### src/shared/board_decode_regs.svh
// Address map constants for the board decode and power-fail block
`ifndef BOARD_DECODE_REGS_SVH
`define BOARD_DECODE_REGS_SVH

// Top of the 1 MB memory space and the boot region below it
`define MEM_TOP_ADDR 20'hFFFFF
`define BOOT_BASE_ADDR 20'hFFFF0

// Supported device address widths: 8 KB to 64 KB per device
`define ROM_DEV_ABITS_MIN 13
`define ROM_DEV_ABITS_MAX 16
`define ROM_DEV_ABITS_DEF 13

// On-board RAM window seen by the local processor (below this limit)
`define RAM_LIMIT_DEF 20'h20000

// I/O port groups, upper bits compared after masking the low bits
`define IO_PIC_BASE 8'hC0
`define IO_PIC_MASK 8'hF9
`define IO_PPI_BASE 8'hC8
`define IO_PPI_MASK 8'hF9
`define IO_TIMER_BASE 8'hD0
`define IO_TIMER_MASK 8'hF9
`define IO_SERIAL_BASE 8'hD8
`define IO_SERIAL_MASK 8'hF9
`define IO_STATUS_LO 8'hC9
`define IO_STATUS_HI 8'hDF
`define IO_EXP0_BASE 8'hA0
`define IO_EXP1_BASE 8'h80
`define IO_EXP_WORD_MASK 8'hF0
`define IO_EXP_BYTE_BASE 8'h10
`define IO_EXP_BYTE_MASK 8'hF1

// Reset value of the interrupt mask: blocked until software opens it
`define NMI_MASK_RESET 1'b0
`define NMI_MASK_BIT 2

`endif

### src/shared/board_decode_pkg.sv
// Types shared by the board decode and power-fail block
package board_decode_pkg;
    typedef enum logic [2:0] {
        IO_OFFBOARD,
        IO_PIC,
        IO_PPI,
        IO_TIMER,
        IO_SERIAL,
        IO_STATUS,
        IO_EXP0,
        IO_EXP1
    } io_target_t;
endpackage : board_decode_pkg

### src/logic/board_decode_powerfail.sv
// Board memory/I/O decode with power-fail interrupt routing and RAM protect
// Operation
// - Boot region ending at FFFFFH always selects the bank 1 device pair.
// - Two ROM banks, each a high-byte and low-byte device forming words.
// - Up to 256 KB total ROM, all devices one density set by parameter.
// - Asserted power-fail input raises the processor NMI when routing enabled.
// - Status latch bit 2 set to 1 lets power-fail interrupts through.
// - While memory protect is asserted every on-board RAM access is blocked.
// - On-board I/O devices decoded at their ports for I/O read and write.
// - Unassigned I/O ports are forwarded to the system bus as off-board.
// - Unpopulated expansion connector ranges are forwarded off-board.
`timescale 1ns/1ps
`include "board_decode_regs.svh"
module board_decode_powerfail import board_decode_pkg::*; #(
    parameter int ROM_DEV_ABITS = `ROM_DEV_ABITS_DEF,
    parameter logic [19:0] RAM_LIMIT = `RAM_LIMIT_DEF
) (
    input wire logic sys_clk,
    input wire logic rst,
    input wire logic [19:0] cpu_addr,
    input wire logic cpu_bhe_n,
    input wire logic cpu_mem_rd,
    input wire logic cpu_mem_wr,
    input wire logic cpu_io_rd,
    input wire logic cpu_io_wr,
    input wire logic [7:0] cpu_io_wdata,
    input wire logic bus_ram_rd,
    input wire logic bus_ram_wr,
    input wire logic bus_bhe_n,
    input wire logic bus_a0,
    input wire logic exp0_present,
    input wire logic exp1_present,
    input wire logic nmi_route_en,
    input wire logic power_fail_irq_n,
    input wire logic mem_protect_n,
    input wire logic power_fail_sense_n,
    output logic [1:0] rom_bank_sel,
    output logic [1:0] rom_lane_en,
    output logic [ROM_DEV_ABITS-1:0] rom_dev_addr,
    output logic ram_local_rd,
    output logic ram_local_wr,
    output logic ram_bus_rd,
    output logic ram_bus_wr,
    output logic [1:0] ram_lane_en,
    output io_target_t io_target,
    output logic io_rd_strobe,
    output logic io_wr_strobe,
    output logic io_offboard,
    output logic nmi_req,
    output logic nmi_mask,
    output logic power_fail_seen
);
    localparam int BANK_BITS = ROM_DEV_ABITS + 1;
    localparam logic [19:0] BANK1_TAG = `MEM_TOP_ADDR >> BANK_BITS;
    localparam logic [19:0] BANK0_TAG = BANK1_TAG - 20'h00001;

    if (ROM_DEV_ABITS < `ROM_DEV_ABITS_MIN || ROM_DEV_ABITS > `ROM_DEV_ABITS_MAX) begin : g_bad_rom
        $error("board_decode_powerfail: ROM_DEV_ABITS out of range");
    end
    if (RAM_LIMIT > BANK0_TAG << BANK_BITS) begin : g_bad_ram
        $error("board_decode_powerfail: RAM window overlaps ROM");
    end

    // Bank hit, bit 1 for bank 1 and bit 0 for bank 0
    function automatic logic [1:0] rom_bank_hit(input logic [19:0] a);
        logic [19:0] tag;
        tag = a >> BANK_BITS;
        return {tag == BANK1_TAG, tag == BANK0_TAG};
    endfunction : rom_bank_hit

    // Byte lanes of a 16-bit word: {high, low}
    function automatic logic [1:0] lane_of(input logic bhe_n, input logic a0);
        return {~bhe_n, ~a0};
    endfunction : lane_of

    function automatic logic in_group(input logic [7:0] a, input logic [7:0] base, input logic [7:0] mask);
        return (a & mask) == base;
    endfunction : in_group

    function automatic io_target_t io_decode(input logic [7:0] a, input logic e0, input logic e1);
        io_target_t t;
        t = IO_OFFBOARD;
        if (in_group(a, `IO_PIC_BASE, `IO_PIC_MASK)) begin
            t = IO_PIC;
        end else if (in_group(a, `IO_PPI_BASE, `IO_PPI_MASK)) begin
            t = IO_PPI;
        end else if (in_group(a, `IO_TIMER_BASE, `IO_TIMER_MASK)) begin
            t = IO_TIMER;
        end else if (in_group(a, `IO_SERIAL_BASE, `IO_SERIAL_MASK)) begin
            t = IO_SERIAL;
        end else if (a[0] && a >= `IO_STATUS_LO && a <= `IO_STATUS_HI) begin
            t = IO_STATUS;
        end else if (in_group(a, `IO_EXP0_BASE, `IO_EXP_WORD_MASK)
                     || in_group(a, `IO_EXP0_BASE | `IO_EXP_BYTE_BASE, `IO_EXP_BYTE_MASK)) begin
            t = e0 ? IO_EXP0 : IO_OFFBOARD;
        end else if (in_group(a, `IO_EXP1_BASE, `IO_EXP_WORD_MASK)
                     || in_group(a, `IO_EXP1_BASE | `IO_EXP_BYTE_BASE, `IO_EXP_BYTE_MASK)) begin
            t = e1 ? IO_EXP1 : IO_OFFBOARD;
        end
        return t;
    endfunction : io_decode

    // Supply pins are asynchronous to the board clock
    logic [2:0] pins_sync;
    pin_sync3 #(
        .WIDTH(3),
        .RESET_VAL(3'h7)
    ) u_pin_sync (
        .sys_clk(sys_clk),
        .rst(rst),
        .pin_in({power_fail_irq_n, mem_protect_n, power_fail_sense_n}),
        .pin_out(pins_sync)
    );
    logic pf_irq, protect, pf_sense;
    assign pf_irq = ~pins_sync[2];
    assign protect = ~pins_sync[1];
    assign pf_sense = ~pins_sync[0];

    // ROM decode group
    logic [1:0] rom_bank_sel_reg, rom_bank_sel_next;
    logic [1:0] rom_lane_reg, rom_lane_next;
    logic [ROM_DEV_ABITS-1:0] rom_addr_reg, rom_addr_next;

    always_comb begin
        rom_bank_sel_next = 2'h0;
        rom_lane_next = 2'h0;
        rom_addr_next = cpu_addr[ROM_DEV_ABITS:1];
        if (cpu_mem_rd) begin
            rom_bank_sel_next = rom_bank_hit(cpu_addr);
            // Devices of the pair enabled per byte lane: both for a word read, one for a byte read
            if (rom_bank_sel_next != 2'h0) begin
                rom_lane_next = lane_of(cpu_bhe_n, cpu_addr[0]);
            end
        end
    end

    always_ff @(posedge sys_clk) begin
        if (rst) begin
            rom_bank_sel_reg <= 2'h0;
            rom_lane_reg <= 2'h0;
            rom_addr_reg <= '0;
        end else begin
            rom_bank_sel_reg <= rom_bank_sel_next;
            rom_lane_reg <= rom_lane_next;
            rom_addr_reg <= rom_addr_next;
        end
    end

    // RAM decode group; one inhibit term kills both lanes at once so no half word lands
    logic ram_lrd_reg, ram_lwr_reg, ram_brd_reg, ram_bwr_reg;
    logic ram_lrd_next, ram_lwr_next, ram_brd_next, ram_bwr_next;
    logic [1:0] ram_lane_reg, ram_lane_next;
    logic local_hit;

    always_comb begin
        local_hit = cpu_addr < RAM_LIMIT;
        ram_lrd_next = cpu_mem_rd && local_hit && !protect;
        ram_lwr_next = cpu_mem_wr && local_hit && !protect;
        ram_brd_next = bus_ram_rd && !protect;
        ram_bwr_next = bus_ram_wr && !protect;
        ram_lane_next = 2'h0;
        if (ram_lrd_next || ram_lwr_next) begin
            ram_lane_next = lane_of(cpu_bhe_n, cpu_addr[0]);
        end else if (ram_brd_next || ram_bwr_next) begin
            ram_lane_next = lane_of(bus_bhe_n, bus_a0);
        end
    end

    always_ff @(posedge sys_clk) begin
        if (rst) begin
            ram_lrd_reg <= 1'b0;
            ram_lwr_reg <= 1'b0;
            ram_brd_reg <= 1'b0;
            ram_bwr_reg <= 1'b0;
            ram_lane_reg <= 2'h0;
        end else begin
            ram_lrd_reg <= ram_lrd_next;
            ram_lwr_reg <= ram_lwr_next;
            ram_brd_reg <= ram_brd_next;
            ram_bwr_reg <= ram_bwr_next;
            ram_lane_reg <= ram_lane_next;
        end
    end

    // I/O decode and status latch group
    io_target_t io_target_reg, io_target_next;
    logic io_rd_reg, io_rd_next, io_wr_reg, io_wr_next, io_off_reg, io_off_next;
    logic nmi_mask_reg, nmi_mask_next, nmi_reg, nmi_next, pf_seen_reg, pf_seen_next;

    always_comb begin
        io_target_next = IO_OFFBOARD;
        io_rd_next = 1'b0;
        io_wr_next = 1'b0;
        io_off_next = 1'b0;
        nmi_mask_next = nmi_mask_reg;
        if (cpu_io_rd || cpu_io_wr) begin
            io_target_next = io_decode(cpu_addr[7:0], exp0_present, exp1_present);
            io_rd_next = cpu_io_rd;
            io_wr_next = cpu_io_wr;
            io_off_next = io_target_next == IO_OFFBOARD;
            if (cpu_io_wr && io_target_next == IO_STATUS) begin
                nmi_mask_next = cpu_io_wdata[`NMI_MASK_BIT];
            end
        end
        nmi_next = pf_irq && nmi_route_en && nmi_mask_reg;
        pf_seen_next = pf_sense;
    end

    always_ff @(posedge sys_clk) begin
        if (rst) begin
            io_target_reg <= IO_OFFBOARD;
            io_rd_reg <= 1'b0;
            io_wr_reg <= 1'b0;
            io_off_reg <= 1'b0;
            nmi_mask_reg <= `NMI_MASK_RESET;
            nmi_reg <= 1'b0;
            pf_seen_reg <= 1'b0;
        end else begin
            io_target_reg <= io_target_next;
            io_rd_reg <= io_rd_next;
            io_wr_reg <= io_wr_next;
            io_off_reg <= io_off_next;
            nmi_mask_reg <= nmi_mask_next;
            nmi_reg <= nmi_next;
            pf_seen_reg <= pf_seen_next;
        end
    end

    assign rom_bank_sel = rom_bank_sel_reg;
    assign rom_lane_en = rom_lane_reg;
    assign rom_dev_addr = rom_addr_reg;
    assign ram_local_rd = ram_lrd_reg;
    assign ram_local_wr = ram_lwr_reg;
    assign ram_bus_rd = ram_brd_reg;
    assign ram_bus_wr = ram_bwr_reg;
    assign ram_lane_en = ram_lane_reg;
    assign io_target = io_target_reg;
    assign io_rd_strobe = io_rd_reg;
    assign io_wr_strobe = io_wr_reg;
    assign io_offboard = io_off_reg;
    assign nmi_req = nmi_reg;
    assign nmi_mask = nmi_mask_reg;
    assign power_fail_seen = pf_seen_reg;
endmodule : board_decode_powerfail

### src/logic/pin_sync3.sv
// Three-stage pin synchroniser with agreement filter
`timescale 1ns/1ps
module pin_sync3 #(
    parameter int WIDTH = 1,
    parameter logic [WIDTH-1:0] RESET_VAL = '1
) (
    input wire logic sys_clk,
    input wire logic rst,
    input wire logic [WIDTH-1:0] pin_in,
    output logic [WIDTH-1:0] pin_out
);
    logic [WIDTH-1:0] s1_reg, s2_reg, s3_reg, out_reg;
    logic [WIDTH-1:0] out_next;

    if (WIDTH < 1) begin : g_bad_width
        $error("pin_sync3: WIDTH must be at least 1");
    end

    // A bit moves only when stages two and three agree
    always_comb begin
        for (int i = 0; i < WIDTH; i++) begin
            out_next[i] = (s2_reg[i] == s3_reg[i]) ? s3_reg[i] : out_reg[i];
        end
    end

    always_ff @(posedge sys_clk) begin
        if (rst) begin
            s1_reg <= RESET_VAL;
            s2_reg <= RESET_VAL;
            s3_reg <= RESET_VAL;
            out_reg <= RESET_VAL;
        end else begin
            s1_reg <= pin_in;
            s2_reg <= s1_reg;
            s3_reg <= s2_reg;
            out_reg <= out_next;
        end
    end

    assign pin_out = out_reg;
endmodule : pin_sync3

### config.mk
export PLATFORM = sky130hd
export DESIGN_NAME = board_decode_powerfail
export DESIGN_NICKNAME = d
export VERILOG_FILES = /design/src/shared/board_decode_pkg.sv /design/src/logic/board_decode_powerfail.sv /design/src/logic/pin_sync3.sv
export VERILOG_INCLUDE_DIRS = /design/src /design/src/shared
export SDC_FILE = /design/constraint.sdc
export NUM_CORES = 1
export LEC_CHECK = 0
export BUFFER_PORTS_ARGS = -buffer_cell sky130_fd_sc_hd__clkbuf_2
export CAP_MARGIN = 20
export CORE_MARGIN = 3
export CORE_UTILIZATION = 40
export CTS_BUF_LIST = sky130_fd_sc_hd__clkbuf_8
export CTS_CLUSTER_DIAMETER = 100
export DETAILED_ROUTE_END_ITERATION = 7
export PLACE_DENSITY_LB_ADDON = 0.25
export SKIP_CTS_REPAIR_TIMING = 1
export SYNTH_ARGS = -nofsm -noshare
export SYNTH_HDL_FRONTEND = slang
export SYNTH_HIERARCHICAL = 1
export SYNTH_SLANG_ARGS = --single-unit
### constraint.sdc
create_clock -name sys_clk -period 2.1 [get_ports sys_clk]
set_clock_uncertainty 0.1 [all_clocks]
set_input_delay 0.105 -clock sys_clk [delete_from_list [all_inputs] [get_ports sys_clk]]
set_output_delay 0.105 -clock sys_clk [all_outputs]
set_load 0.1 [all_outputs]
==> impl_results.md <==
- CTS tree: yes
- Largest delay contributor family on the critical path: buffers and inverters
- Largest net degree at the start of global routing: 26
- Cell taking the most area after synthesis: dfxtp_1
- TritonCTS buffer count: 5
- Number of port buffers: slightly below 70
- GPL Wtd Cong: 0.787
- Synth top area cells: dfxtp_1 (60%), nor2b_1 (6.3%), nor2_1 (4.3%)
- # IOs: between 70 and 80
- Number of DRC markers in iteration 0: 56
- CP Class: in -> reg
- Synth cell types: 35
- Run status: complete, but fails checks
- Worst Tran Pin Value: 0.562 ns
- Detail-routed via count per cell: 4.54
- Max-slew headroom: 0.622
- Max VDD drop: slightly above 0.4 mV
- Most common cell in the synthesized netlist: dfxtp_1
- Grt total ovfl: 0
- Cell Int Power: 1.31 mW
- Die Y: approximately 67 µm
- Register share of total power: 0.478
- Sw frac: 0.284
- Buf/Inv on CP: 2
- Worst slack, placed: ~0.69 ns
- Clock sink count: 44
- Crit end category: register
- Die W: ~67 µm
- Worst Path Required: roughly 2.2 ns
- Final count of negative-setup-slack endpoints: 0
- Core area: between 3000 and 4000 µm²
- WL per Instance: 11.4 µm
- PD cells: between 800 and 900 nW/µm²
- Synthesized area: roughly 1500 µm²
- Hold Slack: -0.00686 ns
- Sw Pwr: ~0.52 mW
- P_leak: 1.02 nW
- Worst setup margin: approximately 0.62 ns
- HPWL Detailed: around 2.2 mm
- Crit-path max FO: 3
- Seq/Total Area, Yosys: 0.596
- Async SR Flop Fraction: 0
- Largest stage delay on the critical path: 0.52 ns
- Total track usage: 0.141
- Fin crit share: 0.705
- Antenna violations before repair: 0
- Hold Vio Cnt, Final: 1
- H-tree Lvls: 2
- Residual DRC: 0
- Vias in the first global route: ~1,100
- Max-slew violation count: 0
- 1st-pass router iterations: 5
- Violated checks: negative hold slack
- Effective utilization at floorplan: 0.430
- Worst-path clk slew: roughly 0.08 ns
- Combinational Power Share: 0.189
- Post-synth net total: between 150 and 200
- EDFF count, synth: 0
- Final TNS setup: 0 ns
- Clk pwr share: 0.333
- Fmax: roughly 680 MHz
- Detailed Route WL: 3.23 mm
- CP arrival: approximately 1.6 ns
- FF+latch count, synth: 44
- Yosys warnings: 6
- Design Power: approximately 1.8 mW
- Bufs on Longest Clock Path: 2
- Die area: ~4500 µm²
- Max_cap viols: 0
- Max reg flops: 13
- CP max stage cell: dlygate4sd3_1
- RSZ-0062 raised after global routing: no
- Post-route ant nets: 0
- Min Tclk post-route: about 1.5 ns
- Total number of vias: around 1,300
- Clk_lat worst skew: approximately 0.29 ns
- Syn-to-layout area delta: 47.4%
- CP Launch Type: primary input
- Commonest cells post-synth: dfxtp_1 (44), nor2_1 (17), nor2b_1 (15), or2_1 (9), a21oi_1 (7)
- Fin nets: ~280
- Layout cells sized above 1: 0.338
- First-pass GRT wire length: between 4 and 5 mm
- Post-Syn Area per Cell: slightly above 10 µm²
- Synth top area share: 0.596
- Rows: 21
- Root Driver: clkbuf_8
- Worst path cell trace: dlygate4sd3_1, clkbuf_2, o21ai_1, nor4_1, mux2i_1, nor2_1
- Mapped Cells: 143
- Hold Path Class: in -> reg
- Top_reg_cell synth: dfxtp_1
- N_diodes: 0
==> worst reg2reg max path, delay by kind of cell (launching register included) <==
kind,cells,cell delay (ns)
compound gates,1,0.09
flops,1,0.40
mux,1,0.26
simple gates,2,0.49
==> routing by layer <==
metal,vias up,GRT usage,routed length (µm),part of all wire
li1,660,-,-,-
met1,568,0.167,1420,0.44
met2,52,0.230,1510,0.47
met3,4,0.0472,272,0.084
met4,0,0.0609,36,0.011
met5,-,0,0,0
==> final cells by class <==
| class | count | area (µm²) |
|---|---|---|
| clock buffer | 5 | 68.8 |
| multi-input combinational | 88 | 548 |
| sequential | 44 | 881 |
| clock inverter | 3 | 38.8 |
| fill | 302 | 1260 |
| timing repair buffer | 91 | 563 |
| tap | 46 | 57.6 |
| inverter | 6 | 22.5 |
==> per-stage QoR <==
stage	instances	utilization	area, µm²
floorplan	143	-	1480
global placement	254	0.541	1860
detailed placement	254	0.541	1860
CTS	262	0.572	1970
global route	283	0.633	2180
finish	283	0.633	2180
==> path summary, 6_finish.rpt <==
check / start / to / slack [ns] / depth (start not counted)
setup / recovery: cpu_mem_rd / ram_lane_en[0] / 0.62 / 6
hold / removal: cpu_addr[5] / rom_dev_addr[4] / -0.007 / 2
setup reg to reg: u_pin_sync/pin_out[1] / ram_lane_en[0] / 0.66 / 4
hold reg to reg: u_pin_sync/s1_reg[1] / u_pin_sync/s2_reg[1] / 0.31 / 1
==> power by group through the flow <==
| stage | sequential (mW) | clock, mW | combinational [mW] |
|---|---|---|---|
| after global routing | 0.878 | 0.664 | 0.365 |
| after floorplan | 1.07 | 0 | 0.0632 |
| final | 0.875 | 0.609 | 0.346 |
| after global placement | 0.893 | 0 | 0.315 |
| after CTS | 0.874 | 0.624 | 0.316 |
| after detailed placement | 0.894 | 0 | 0.315 |
==> cells by family after synthesis <==
logic type / Yosys count / share of synthesized area
AND/OR/NAND/NOR: 63 / 0.240
flip-flops: 44 / 0.596
AO/OA/AOI/OAI: 22 / 0.107
buffers and inverters: 11 / 0.0338
multiplexers: 3 / 0.0237
==> layout by cell type (no fill, tap or decap), types with 2 or more instances in the layout <==
master / count
nor4_1: 2
nor2b_1: 15
dlygate4sd3_1: 21
nand2_1: 3
or2_1: 9
clkbuf_8: 5
nor2_1: 17
mux2i_1: 2
and2_1: 2
o21bai_1: 5
dfxtp_1: 44
clkbuf_2: 69
o21ai_0: 2
a21oi_1: 7
inv_1: 7
nand4_1: 2
nand2b_1: 5
No activity file was read; power rests on OpenSTA's default activity.
